$ cat src/common/sptrc_pkg.sv
// Constants and types shared by the serial port control block
package sptrc_pkg;

   // ---------------------------------------------------------------
   // Register offsets (plain register port, byte wide)
   // ---------------------------------------------------------------
   localparam logic [2:0] OFF_TRANSMIT_CONTROL_STATUS = 3'h0;
   localparam logic [2:0] OFF_RECEIVE_CONTROL_STATUS  = 3'h1;
   localparam logic [2:0] OFF_TX_DATA                 = 3'h2;
   localparam logic [2:0] OFF_RECEIVE_DATA_REGISTER   = 3'h3;
   localparam logic [2:0] OFF_BAUD_DIVISOR            = 3'h4;
   localparam logic [2:0] OFF_BUFFER_STATUS           = 3'h5;

   // ---------------------------------------------------------------
   // Transmit control/status field positions
   // ---------------------------------------------------------------
   localparam int BIT_CLOCK_SOURCE_SELECT   = 7;
   localparam int BIT_TX_NINE_BIT_SELECT    = 6;
   localparam int BIT_TRANSMIT_ENABLE_BIT   = 5;
   localparam int BIT_LINK_MODE_SELECT      = 4;
   localparam int BIT_BREAK_REQUEST         = 3;
   localparam int BIT_BAUD_SPEED_SELECT     = 2;
   localparam int BIT_SHIFT_REGISTER_EMPTY  = 1;
   localparam int BIT_NINTH_TRANSMIT_BIT    = 0;

   // ---------------------------------------------------------------
   // Receive control/status field positions
   // ---------------------------------------------------------------
   localparam int BIT_PORT_ENABLE               = 7;
   localparam int BIT_RX_NINE_BIT_SELECT        = 6;
   localparam int BIT_SINGLE_RECEIVE_ENABLE     = 5;
   localparam int BIT_CONTINUOUS_RECEIVE_ENABLE = 4;
   localparam int BIT_ADDRESS_DETECT_ENABLE     = 3;
   localparam int BIT_FRAMING_ERROR_FLAG        = 2;
   localparam int BIT_OVERRUN_ERROR_FLAG        = 1;
   localparam int BIT_NINTH_RECEIVE_BIT         = 0;

   // ---------------------------------------------------------------
   // Reset values and write masks
   // ---------------------------------------------------------------
   localparam logic [7:0] TCS_RESET      = 8'h00;
   localparam logic [7:0] TCS_WRITE_MASK = 8'hfd;
   localparam logic [4:0] RCS_CTL_RESET  = 5'h00;
   localparam logic [7:0] DIVISOR_RESET  = 8'h00;

   // ---------------------------------------------------------------
   // Timing counts
   // ---------------------------------------------------------------
   localparam logic [3:0] OVS_LAST       = 4'hf;  // 16 ticks per async bit
   localparam logic [3:0] OVS_HALF_LAST  = 4'h7;  // Middle of start bit
   localparam logic [3:0] BREAK_ZERO_BITS = 4'hc; // Zero bits after start
   localparam logic [3:0] BITS_EIGHT     = 4'h8;
   localparam logic [3:0] BITS_NINE      = 4'h9;
   localparam logic [1:0] LOW_SPEED_PRE_LAST = 2'h3; // Divide by 4 more

   // ---------------------------------------------------------------
   // State types
   // ---------------------------------------------------------------
   typedef enum logic [1:0] {TX_IDLE, TX_START, TX_DATA, TX_STOP} sptrc_tx_t;
   typedef enum logic [1:0] {RX_IDLE, RX_START, RX_DATA, RX_STOP} sptrc_rx_t;

endpackage

$ cat src/sptrc_baud.sv
// Baud rate generator: one-cycle tick enable from the system clock
`timescale 1ns/1ps
`default_nettype none
module sptrc_baud
   import sptrc_pkg::*;
(
   input  wire logic       sys_clk,
   input  wire logic       nrst,
   input  wire logic       clr,
   input  wire logic [7:0] divisor,
   input  wire logic       high_speed,
   input  wire logic       sync_mode,
   output logic            tick
);

   // ---------------------------------------------------------------
   // Counters
   // ---------------------------------------------------------------
   logic [7:0] cnt_q;    // Main down counter
   logic [1:0] pre_q;    // Low speed prescaler
   logic       tick_q;   // Registered tick
   wire  [1:0] pre_last; // Prescaler wrap point for the current mode
   wire        cnt_zero; // Main counter at its end
   wire        pre_wrap; // Prescaler at its end

   // Low speed divides by four more; sync mode ignores speed select
   assign pre_last = (sync_mode | high_speed) ? 2'h0 : LOW_SPEED_PRE_LAST;
   assign cnt_zero = (cnt_q == 8'h00);
   // A greater-or-equal compare keeps a mode change from stalling the wrap
   assign pre_wrap = (pre_q >= pre_last);
   assign tick     = tick_q;

   // Count down, reload from divisor, step prescaler at each reload
   always_ff @(posedge sys_clk or negedge nrst) begin
      if (!nrst) begin
         cnt_q  <= 8'h00;
         pre_q  <= 2'h0;
         tick_q <= 1'b0;
      end else if (clr) begin
         cnt_q  <= 8'h00;
         pre_q  <= 2'h0;
         tick_q <= 1'b0;
      end else begin
         tick_q <= cnt_zero & pre_wrap;
         if (cnt_zero) begin
            cnt_q <= divisor;
            pre_q <= pre_wrap ? 2'h0 : pre_q + 2'h1;
         end else begin
            cnt_q <= cnt_q - 8'h01;
         end
      end
   end

endmodule
`default_nettype wire

$ cat src/sptrc_top.sv
// Serial transceiver control: registers, async and sync engines, pins
// ---------------------------------------------------------------
// How it works
// - Sync: clock source bit picks master or slave
// - Transmit nine-bit bit selects 9-bit characters
// - Transmit enable gates sending; in sync mode continuous receive, or single receive as master, overrides
// - Link mode bit selects sync or async
// - Async break request sends break, self-clears
// - Async speed bit picks high or low baud
// - Shift register empty status, reads one at reset
// - Ninth transmit bit sent as ninth data bit
// - Port enable owns pins; clear holds port reset
// - Receive nine-bit bit selects 9-bit reception
// - Sync master single receive, cleared when done
// - Async continuous receive enables the receiver
// - Sync continuous receive runs, beats single receive
// - Async 9-bit address detect keeps only ninth-bit-set characters
// - Without address detect all characters accepted
// - Overrun flag clears with continuous receive off or port off
// - Framing flag follows each newly buffered character
// - Ninth received bit shown in status
// ---------------------------------------------------------------
`timescale 1ns/1ps
`default_nettype none
module sptrc_top
   import sptrc_pkg::*;
(
   input  wire logic       sys_clk,
   input  wire logic       nrst,
   input  wire logic [2:0] reg_addr,
   input  wire logic [7:0] reg_wdata,
   input  wire logic       reg_wr,
   input  wire logic       reg_rd,
   output logic      [7:0] reg_rdata,
   input  wire logic       tx_ck_in,
   output logic            tx_ck_out,
   output logic            tx_ck_oe,
   input  wire logic       rx_dt_in,
   output logic            rx_dt_out,
   output logic            rx_dt_oe
);

   // ---------------------------------------------------------------
   // Software registers
   // ---------------------------------------------------------------
   logic [7:0] tcs_q;       // Transmit control bits
   logic [4:0] rcs_q;       // Receive control bits 7..3
   logic [7:0] div_q;       // Baud divisor
   logic [7:0] tx_buf_q;    // Transmit holding byte
   logic       tx_full_q;   // Holding byte waits for the shifter
   logic [7:0] rx_buf_q;    // Receive data register
   logic       rx_full_q;   // Receive data not yet read
   logic       ninth_receive_bit_q;      // Ninth bit of buffered character
   logic       framing_error_flag_q;      // Framing flag of buffered character
   logic       overrun_error_flag_q;      // Overrun flag
   logic [7:0] rdata_q;     // Read data, one cycle after strobe

   // Field views
   wire clk_src   = tcs_q[BIT_CLOCK_SOURCE_SELECT];
   wire tx9       = tcs_q[BIT_TX_NINE_BIT_SELECT];
   wire transmit_enable_bit      = tcs_q[BIT_TRANSMIT_ENABLE_BIT];
   wire sync_mode = tcs_q[BIT_LINK_MODE_SELECT];
   wire brk_req   = tcs_q[BIT_BREAK_REQUEST];
   wire hi_speed  = tcs_q[BIT_BAUD_SPEED_SELECT];
   wire ninth_transmit_bit      = tcs_q[BIT_NINTH_TRANSMIT_BIT];
   wire port_enable      = rcs_q[BIT_PORT_ENABLE - 3];
   wire rx9       = rcs_q[BIT_RX_NINE_BIT_SELECT - 3];
   wire single_receive_enable      = rcs_q[BIT_SINGLE_RECEIVE_ENABLE - 3];
   wire continuous_receive_enable      = rcs_q[BIT_CONTINUOUS_RECEIVE_ENABLE - 3];
   wire address_detect_enable     = rcs_q[BIT_ADDRESS_DETECT_ENABLE - 3];

   // ---------------------------------------------------------------
   // Decode
   // ---------------------------------------------------------------
   wire wr_tcs  = reg_wr & (reg_addr == OFF_TRANSMIT_CONTROL_STATUS);
   wire wr_rcs  = reg_wr & (reg_addr == OFF_RECEIVE_CONTROL_STATUS);
   wire wr_txd  = reg_wr & (reg_addr == OFF_TX_DATA);
   wire wr_div  = reg_wr & (reg_addr == OFF_BAUD_DIVISOR);
   wire rd_rxd  = reg_rd & (reg_addr == OFF_RECEIVE_DATA_REGISTER);
   wire port_off = ~port_enable;
   wire async_on = port_enable & ~sync_mode;
   wire sync_on  = port_enable & sync_mode;

   // ---------------------------------------------------------------
   // Pin synchronisers and baud tick
   // ---------------------------------------------------------------
   logic [1:0] pin_s1_q;  // First stage, read only by second stage
   logic [1:0] pin_s2_q;  // Synchronised {clock pin, data pin}
   logic [1:0] pin_d_q;   // Previous synchronised level
   logic       tick;      // Baud enable pulse
   wire        rxd     = pin_s2_q[0];
   wire        rxd_fall = pin_d_q[0] & ~pin_s2_q[0];
   wire        ck_fall  = pin_d_q[1] & ~pin_s2_q[1];

   // Two flops per pin before any logic looks at it
   always_ff @(posedge sys_clk or negedge nrst) begin
      if (!nrst) begin
         pin_s1_q <= 2'h3;
         pin_s2_q <= 2'h3;
         pin_d_q  <= 2'h3;
      end else begin
         pin_s1_q <= {tx_ck_in, rx_dt_in};
         pin_s2_q <= pin_s1_q;
         pin_d_q  <= pin_s2_q;
      end
   end

   sptrc_baud u_baud (
      .sys_clk    (sys_clk),
      .nrst       (nrst),
      .clr        (port_off),
      .divisor    (div_q),
      .high_speed (hi_speed),
      .sync_mode  (sync_mode),
      .tick       (tick)
   );

   // ---------------------------------------------------------------
   // Asynchronous transmitter
   // ---------------------------------------------------------------
   sptrc_tx_t  atx_st_q;   // Transmit state
   logic [3:0] atx_sub_q;  // Tick within bit
   logic [3:0] atx_cnt_q;  // Bits left
   logic [8:0] atx_sr_q;   // Transmit shift register
   logic       atx_line_q; // Line level
   logic       atx_brk_q;  // Current frame is a break
   wire        atx_end  = tick & (atx_sub_q == OVS_LAST);
   wire        atx_go   = async_on & transmit_enable_bit & tx_full_q & (atx_st_q == TX_IDLE);
   wire        brk_done = (atx_st_q == TX_STOP) & atx_end & atx_brk_q;

   // Start, data, stop; a break frame shifts only zeros
   always_ff @(posedge sys_clk or negedge nrst) begin
      if (!nrst) begin
         atx_st_q   <= TX_IDLE;
         atx_sub_q  <= 4'h0;
         atx_cnt_q  <= 4'h0;
         atx_sr_q   <= 9'h000;
         atx_line_q <= 1'b1;
         atx_brk_q  <= 1'b0;
      end else if (port_off) begin
         atx_st_q   <= TX_IDLE;
         atx_line_q <= 1'b1;
         atx_brk_q  <= 1'b0;
      end else begin
         if (tick) begin
            atx_sub_q <= atx_sub_q + 4'h1;
         end
         unique case (atx_st_q)
            TX_IDLE: begin
               if (atx_go) begin
                  atx_st_q   <= TX_START;
                  atx_sub_q  <= 4'h0;
                  atx_line_q <= 1'b0;
                  atx_brk_q  <= brk_req;
                  atx_sr_q   <= brk_req ? 9'h000 : {ninth_transmit_bit, tx_buf_q};
                  atx_cnt_q  <= brk_req ? BREAK_ZERO_BITS
                                        : (tx9 ? BITS_NINE : BITS_EIGHT);
               end
            end
            TX_START: begin
               if (atx_end) begin
                  atx_st_q   <= TX_DATA;
                  atx_line_q <= atx_sr_q[0];
                  atx_sr_q   <= {1'b0, atx_sr_q[8:1]};
               end
            end
            TX_DATA: begin
               if (atx_end) begin
                  atx_cnt_q <= atx_cnt_q - 4'h1;
                  if (atx_cnt_q == 4'h1) begin
                     atx_st_q   <= TX_STOP;
                     atx_line_q <= 1'b1;
                  end else begin
                     atx_line_q <= atx_sr_q[0];
                     atx_sr_q   <= {1'b0, atx_sr_q[8:1]};
                  end
               end
            end
            TX_STOP: begin
               if (atx_end) begin
                  atx_st_q  <= TX_IDLE;
                  atx_brk_q <= 1'b0;
               end
            end
         endcase
      end
   end

   // ---------------------------------------------------------------
   // Asynchronous receiver (16x oversampled)
   // ---------------------------------------------------------------
   sptrc_rx_t  arx_st_q;   // Receive state
   logic [3:0] arx_sub_q;  // Tick within bit
   logic [3:0] arx_cnt_q;  // Bits left
   logic [8:0] arx_sr_q;   // Receive shift register
   wire        arx_end  = tick & (arx_sub_q == OVS_LAST);
   wire        arx_done = (arx_st_q == RX_STOP) & arx_end;

   // Overrun blocks new starts until software clears the flag
   always_ff @(posedge sys_clk or negedge nrst) begin
      if (!nrst) begin
         arx_st_q  <= RX_IDLE;
         arx_sub_q <= 4'h0;
         arx_cnt_q <= 4'h0;
         arx_sr_q  <= 9'h000;
      end else if (port_off | ~async_on) begin
         arx_st_q <= RX_IDLE;
      end else begin
         if (tick) begin
            arx_sub_q <= arx_sub_q + 4'h1;
         end
         unique case (arx_st_q)
            RX_IDLE: begin
               if (continuous_receive_enable & ~overrun_error_flag_q & rxd_fall) begin
                  arx_st_q  <= RX_START;
                  arx_sub_q <= 4'h0;
               end
            end
            RX_START: begin
               // Recheck mid start bit to reject glitches
               if (tick & (arx_sub_q == OVS_HALF_LAST)) begin
                  arx_sub_q <= 4'h0;
                  arx_cnt_q <= rx9 ? BITS_NINE : BITS_EIGHT;
                  arx_st_q  <= rxd ? RX_IDLE : RX_DATA;
               end
            end
            RX_DATA: begin
               if (arx_end) begin
                  arx_sr_q  <= {rxd, arx_sr_q[8:1]};
                  arx_cnt_q <= arx_cnt_q - 4'h1;
                  if (arx_cnt_q == 4'h1) begin
                     arx_st_q <= RX_STOP;
                  end
               end
            end
            RX_STOP: begin
               if (arx_end) begin
                  arx_st_q <= RX_IDLE;
               end
            end
         endcase
      end
   end

   // ---------------------------------------------------------------
   // Synchronous engine (master or slave, one direction per frame)
   // ---------------------------------------------------------------
   logic       sy_run_q;   // Frame in progress
   logic       sy_recv_q;  // Frame direction is receive
   logic [3:0] sy_cnt_q;   // Bits left
   logic [8:0] sy_sr_q;    // Shift register
   logic       sy_ck_q;    // Master clock level
   logic       sy_dout_q;  // Data pin level
   wire sy_recv_req = continuous_receive_enable | (clk_src & single_receive_enable);
   wire sy_tx_ok    = transmit_enable_bit & tx_full_q & ~sy_recv_req;
   wire sy_start    = sync_on & ~sy_run_q & ((sy_recv_req & ~overrun_error_flag_q) | sy_tx_ok);
   wire sy_edge     = clk_src ? (tick & sy_ck_q) : ck_fall;
   wire sy_last     = sy_run_q & sy_edge & (sy_cnt_q == 4'h1);
   wire sy_rx_done  = sy_last & sy_recv_q;

   // Data changes after each falling clock and is sampled at it
   always_ff @(posedge sys_clk or negedge nrst) begin
      if (!nrst) begin
         sy_run_q  <= 1'b0;
         sy_recv_q <= 1'b0;
         sy_cnt_q  <= 4'h0;
         sy_sr_q   <= 9'h000;
         sy_ck_q   <= 1'b0;
         sy_dout_q <= 1'b0;
      end else if (port_off | ~sync_on) begin
         sy_run_q <= 1'b0;
         sy_ck_q  <= 1'b0;
      end else if (sy_start) begin
         sy_run_q  <= 1'b1;
         sy_recv_q <= sy_recv_req;
         sy_ck_q   <= 1'b0;
         sy_sr_q   <= {ninth_transmit_bit, tx_buf_q};
         sy_dout_q <= tx_buf_q[0];
         sy_cnt_q  <= (sy_recv_req ? rx9 : tx9) ? BITS_NINE : BITS_EIGHT;
      end else if (sy_run_q) begin
         if (clk_src & tick) begin
            sy_ck_q <= ~sy_ck_q;
         end
         if (sy_edge) begin
            sy_cnt_q <= sy_cnt_q - 4'h1;
            if (sy_recv_q) begin
               sy_sr_q <= {rxd, sy_sr_q[8:1]};
            end else begin
               sy_sr_q   <= {1'b0, sy_sr_q[8:1]};
               sy_dout_q <= sy_sr_q[1];
            end
            if (sy_cnt_q == 4'h1) begin
               sy_run_q <= 1'b0;
            end
         end
      end
   end

   // ---------------------------------------------------------------
   // Received character delivery
   // ---------------------------------------------------------------
   wire [8:0] rx_sr    = sync_mode ? sy_sr_q : arx_sr_q;
   wire [8:0] rx_word  = rx9 ? rx_sr : {1'b0, rx_sr[8:1]};
   wire       rx_done  = arx_done | sy_rx_done;
   wire       rx_bad   = arx_done & ~rxd;
   wire       rx_keep  = ~(~sync_mode & rx9 & address_detect_enable & ~rx_word[8]);
   wire       rx_load  = rx_done & rx_keep;
   wire       rx_free  = ~rx_full_q | rd_rxd;

   // Buffer, framing and overrun; a set beats a same-cycle read or receive-off clear, port off beats a set
   always_ff @(posedge sys_clk or negedge nrst) begin
      if (!nrst) begin
         rx_buf_q  <= 8'h00;
         rx_full_q <= 1'b0;
         ninth_receive_bit_q    <= 1'b0;
         framing_error_flag_q    <= 1'b0;
         overrun_error_flag_q    <= 1'b0;
      end else if (port_off) begin
         rx_full_q <= 1'b0;
         framing_error_flag_q    <= 1'b0;
         overrun_error_flag_q    <= 1'b0;
      end else begin
         if (rd_rxd) begin
            rx_full_q <= 1'b0;
         end
         if (!continuous_receive_enable) begin
            overrun_error_flag_q <= 1'b0;
         end
         if (rx_load & rx_free) begin
            rx_buf_q  <= rx_word[7:0];
            ninth_receive_bit_q    <= rx_word[8];
            framing_error_flag_q    <= rx_bad;
            rx_full_q <= 1'b1;
         end else if (rx_load) begin
            overrun_error_flag_q <= 1'b1;
         end
      end
   end

   // ---------------------------------------------------------------
   // Register writes and hardware self-clears
   // ---------------------------------------------------------------
   wire tx_take = atx_go | (sy_start & ~sy_recv_req);

   // Transmit control; a software write wins over the break self-clear
   always_ff @(posedge sys_clk or negedge nrst) begin
      if (!nrst) begin
         tcs_q <= TCS_RESET;
      end else if (wr_tcs) begin
         tcs_q <= reg_wdata & TCS_WRITE_MASK;
      end else if (brk_done) begin
         tcs_q[BIT_BREAK_REQUEST] <= 1'b0;
      end
   end

   // Receive control; single receive ends itself after one character
   always_ff @(posedge sys_clk or negedge nrst) begin
      if (!nrst) begin
         rcs_q <= RCS_CTL_RESET;
      end else if (wr_rcs) begin
         rcs_q <= reg_wdata[7:3];
      end else if (sy_rx_done & clk_src) begin
         rcs_q[BIT_SINGLE_RECEIVE_ENABLE - 3] <= 1'b0;
      end
   end

   // Divisor and transmit holding byte
   always_ff @(posedge sys_clk or negedge nrst) begin
      if (!nrst) begin
         div_q     <= DIVISOR_RESET;
         tx_buf_q  <= 8'h00;
         tx_full_q <= 1'b0;
      end else begin
         if (wr_div) begin
            div_q <= reg_wdata;
         end
         if (port_off) begin
            tx_full_q <= 1'b0;
         end else if (wr_txd) begin
            tx_buf_q  <= reg_wdata;
            tx_full_q <= 1'b1;
         end else if (tx_take) begin
            tx_full_q <= 1'b0;
         end
      end
   end

   // ---------------------------------------------------------------
   // Read path
   // ---------------------------------------------------------------
   wire shift_register_empty = (atx_st_q == TX_IDLE) & ~(sy_run_q & ~sy_recv_q);
   wire [7:0] tcs_view = {tcs_q[7:2], shift_register_empty, tcs_q[0]};
   wire [7:0] rcs_view = {rcs_q, framing_error_flag_q, overrun_error_flag_q, ninth_receive_bit_q};
   wire [7:0] rd_mux =
      (reg_addr == OFF_TRANSMIT_CONTROL_STATUS) ? tcs_view :
      (reg_addr == OFF_RECEIVE_CONTROL_STATUS)  ? rcs_view :
      (reg_addr == OFF_RECEIVE_DATA_REGISTER)   ? rx_buf_q :
      (reg_addr == OFF_BAUD_DIVISOR)            ? div_q    :
      (reg_addr == OFF_BUFFER_STATUS)           ? {6'h00, rx_full_q, tx_full_q} :
                                                  8'h00;

   // Data only in the cycle after the read strobe
   always_ff @(posedge sys_clk or negedge nrst) begin
      if (!nrst) begin
         rdata_q <= 8'h00;
      end else begin
         rdata_q <= reg_rd ? rd_mux : 8'h00;
      end
   end

   // ---------------------------------------------------------------
   // Pins: port enable hands them to the serial port
   // ---------------------------------------------------------------
   assign reg_rdata = rdata_q;
   assign tx_ck_out = sync_mode ? sy_ck_q : atx_line_q;
   assign tx_ck_oe  = port_enable & (~sync_mode | clk_src);
   assign rx_dt_out = sy_dout_q;
   assign rx_dt_oe  = sync_on & sy_run_q & ~sy_recv_q;
   // Speed select only shapes the tick inside the divider

endmodule
`default_nettype wire
$ cat config.mk
export PLATFORM = sky130hd
export DESIGN_NAME = sptrc_top
export DESIGN_NICKNAME = d
export VERILOG_FILES = /design/src/common/sptrc_pkg.sv /design/src/sptrc_baud.sv /design/src/sptrc_top.sv
export SDC_FILE = /design/constraint.sdc
export NUM_CORES = 1
export LEC_CHECK = 0
export BUFFER_PORTS_ARGS = -buffer_cell sky130_fd_sc_hd__buf_2
export CAP_MARGIN = 10
export CORE_MARGIN = 3
export CORE_UTILIZATION = 64
export CTS_BUF_LIST = sky130_fd_sc_hd__clkbuf_8
export CTS_CLUSTER_DIAMETER = 200
export DETAILED_ROUTE_END_ITERATION = 8
export GPL_ROUTABILITY_DRIVEN = 0
export PLACE_DENSITY = 0.93
export SYNTH_ARGS = -nofsm -noshare
export SYNTH_HDL_FRONTEND = slang
export SYNTH_SLANG_ARGS = --single-unit
$ cat constraint.sdc
create_clock -name sys_clk -period 2.8 [get_ports sys_clk]
set_clock_uncertainty 0.15 [all_clocks]
set_input_delay 0 -clock sys_clk [delete_from_list [all_inputs] [get_ports sys_clk]]
set_output_delay 0 -clock sys_clk [all_outputs]
set_load 0.05 [all_outputs]
==> results.yml <==
global_route:
  antenna_found_initial: 0
  grt_pass1_vias: 5118
  grt_start_max_net_pins: 55
  grt_pass1_wl_microns: 27200
  grt_overflow_total: 0
  track_usage_pct: 31.3
worst_setup_path:
  r2r_cells: 4
  worstReg2RegEnd: "rx_buf_q[4]"
  cp-end-kind: "flop"
  path_class: "reg2reg"
  crit_path_start_kind: "flop"
  r2r_start: "u_baud.tick"
  worstPathArrival_ns: 2.78
  cp.required_ns: 2.96
  cp_max_fo: 13
  r2r_setup_slack_ns: 0.18
clocking:
  cts_root_buffer: "clkbuf_8"
  cts.repair.resized: 0
  clk_path_buf_depth: 2
  numClockSinks: 123
  clk_pin_slew_ns: 0.07
  cts_tree: "done"
  numCtsBuffers: 17
  clock_latency_ns: 0.44
  cts_htree_levels: 4
timing:
  slew_headroom_pct: 50.7
  final.setup.tns_ns: 0
  final_max_slew_viol_count: 0
  setup_viol: 0
  whs_ns: -0.00723
  fin_crit_sh_pct: 93.6
  rsz0062_at_grt: "no"
  finalHoldViolCount: 2
  tightest_slew_ns: 0.740
  fmax_mhz: 381
  post-route-min-period_ns: 2.62
floorplan:
  initial_utilization_pct: 66.0
  die_w_microns: 106
  coreArea_sq_mm: 0.00977
  io_pins: 29
  fp.dieArea_sq_mm: 0.0113
  row_count: 36
  fp.dieH_microns: 106
logic_synthesis:
  ys_seq_elements: 123
  synth-main-ff-cell: "dfrtp_1"
  synth.avg_cell_area_sq_um: 11.2
  yosysSeqAreaShare_pct: 47.9
  syn_nets: 607
  synth_top_area_cell: "dfrtp_1"
  synth_edf_count: 0
  async_reset_ff_share_pct: 100
  synthDominantCellAreaShare_pct: 45.0
  netlist_top_cells_area: "dfrtp_1 45%, mux2_2 9.3%, mux2i_1 3.7%, ha_1 3.1%, dfstp_2 2.9%"
  ys_types: 69
  syn_inst: 574
  ys_warn_count: 0
  syn_area_sq_mm: 0.00645
pwr:
  power.leakage_nw: 3.24
  seq_power_share_pct: 44.0
  pwr-share-comb_pct: 28.1
  vdd_drop_max_mv: 0.507
  p_int_mw: 3.74
  p_switching_mw: 2.08
  swShare_pct: 35.7
  cellPowerDensity_mw_per_mm2: 791
  clockPowerShare_pct: 28.0
drt:
  drtIter0Drc: 722
  wirelength_microns: 16900
  drtAntennaViolNets: 0
  drc: 0
  wl_per_cell_microns: 21.7
  vias: 5215
  avgViaCountPerCell: 6.72
  first_pass_iters: 5
layout:
  final_util_pct: 75.3
  drive_above_1_share_pct: 26.9
  fillers: 571
  seq_area_sq_mm: 0.00309
  design_area_sq_mm: 0.00736
  multi_input_area_sq_mm: 0.00315
  diodes: 0
  areaGrowthSynthToFinish_pct: 14.1
  nets: 663
min_path:
  hold_path_class: "in2async"
place:
  port_buffers: 28
  placement.cell_area_sq_mm: 0.00679
  dp_hpwl_microns: 10800
outcome:
  violations: "negative hold slack"
  status: "finished, violations left"
flow_run:
  max_cap_viol_count: 0
-- cell type report --
| cell class | instances | area share, % |
|---|---|---|
| Multi-Input combinational cell | 399 | 42.7 |
| Tap cell | 133 | 2.26 |
| Sequential cell | 123 | 41.9 |
| Clock buffer | 17 | 3.18 |
| Clock inverter | 15 | 2.38 |
| Inverter | 27 | 1.38 |
| Timing Repair Buffer | 62 | 6.12 |
-- metrics by stage --
stage	instances	setup WS (ns)	power, mW
final	776	0.178	5.82
after global routing	776	0.111	6.08
after CTS	776	0.210	5.77
after detailed placement	728	0.362	4.11
after global placement	728	0.444	3.98
after floorplan	574	0.484	3.67
-- layer usage --
metal  up-vias  share of wire, %  GRT usage (%)
li1       2229                 -              -
met1      2515                36           38.4
met2       351                49           51.0
met3       120               8.9           7.65
met4         0               6.2           17.3
met5         -                 0              0
-- state kept, by name, indices dropped and copies added, names as in the netlist, 2 cells and up --
register and flops:
atx_sub_q 4, tx_buf_q 8, rcs_q 5, pin_s2_q 2, atx_st_q 2, atx_cnt_q 4, arx_sub_q 4, atx_sr_q 9
pin_d_q 2, pin_s1_q 2, tcs_q 7, u_baud.pre_q 2, sy_sr_q 9, u_baud.cnt_q 8, arx_st_q 2, rx_buf_q 8
div_q 8, arx_cnt_q 4, arx_sr_q 9, sy_cnt_q 4, reg_rdata 8
-- worst max path at each step --
stage	endpoint	startpoint	depth (start not counted)
after floorplan	u_baud.pre_q[1]	tcs_q[4]	9
after global placement	rx_buf_q[6]	arx_sub_q[0]	5
after detailed placement	rx_buf_q[4]	arx_sub_q[0]	5
after CTS	rx_buf_q[4]	arx_sub_q[0]	5
after global routing	rx_buf_q[5]	u_baud.tick	4
final	rx_buf_q[4]	u_baud.tick	4
-- cell families (layout without fill, tap and decap cells) --
| family | Yosys count | after routing | share of synthesized area (%) |
|---|---|---|---|
| xor+xnor | 14 | 14 | 1.90 |
| flops | 123 | 123 | 47.9 |
| simple gates | 163 | 163 | 14.0 |
| mux | 85 | 85 | 15.8 |
| buf+inv | 52 | 121 | 3.45 |
| compound gates | 121 | 121 | 13.9 |
| fa+ha+maj | 16 | 16 | 3.10 |
-- cell usage in the layout (no fill, tap or decap), types with 7 or more instances in the layout --
cell type | synthesis | routed
dfrtp_1 | 116 | 116
nand3_1 | 15 | 15
nand2_1 | 35 | 35
and2_1 | 8 | 8
nor3_1 | 10 | 10
a22o_1 | 8 | 8
o21ai_0 | 29 | 29
xnor2_1 | 8 | 8
a21oi_1 | 19 | 19
clkbuf_8 | 0 | 17
a211oi_2 | 7 | 7
buf_2 | 3 | 27
nand2b_1 | 9 | 9
ha_1 | 16 | 16
dlygate4sd3_1 | 0 | 16
inv_1 | 26 | 28
mux2i_1 | 24 | 24
nor2_1 | 32 | 32
dfstp_2 | 7 | 7
buf_4 | 0 | 18
mux4_2 | 8 | 8
mux2_2 | 53 | 53
-- critical path, stage by stage, from the launching register on --
cell and delay, ns:
dfrtp_1 0.62, and4_1 0.31, nand3_1 0.21, a2111oi_4 0.79, mux2_2 0.42
-- synth_stat cells (5+ instances only) --
cell / instances
ha_1: 16
mux2i_1: 24
nand4_1: 5
nor2_1: 32
a211oi_2: 7
inv_1: 26
nor2b_1: 5
a22o_1: 8
a21oi_1: 19
dfrtp_1: 116
o21ai_0: 29
nor3_1: 10
dfstp_2: 7
and3_1: 5
nand3_1: 15
o22ai_1: 6
xor2_1: 6
nand2b_1: 9
o211ai_1: 6
clkbuf_1: 18
xnor2_1: 8
mux2_2: 53
nand2_1: 35
mux4_2: 8
and2_1: 8
-- power by group through the flow --
stage | Combinational (mW) | Clock, mW | Sequential (mW)
global route | 1.78 | 1.70 | 2.60
floorplan | 1.23 | 0 | 2.44
CTS | 1.60 | 1.62 | 2.54
global placement | 1.45 | 0 | 2.52
detailed placement | 1.55 | 0 | 2.56
finish | 1.63 | 1.63 | 2.56
-- timing repair --
| action | in CTS | in global routing |
|---|---|---|
| hold buffers | 16 | 0 |
| setup buffers | 0 | 0 |
| endpoints found under the hold margin | 141 | 0 |
(Power assumes the default switching activity.)
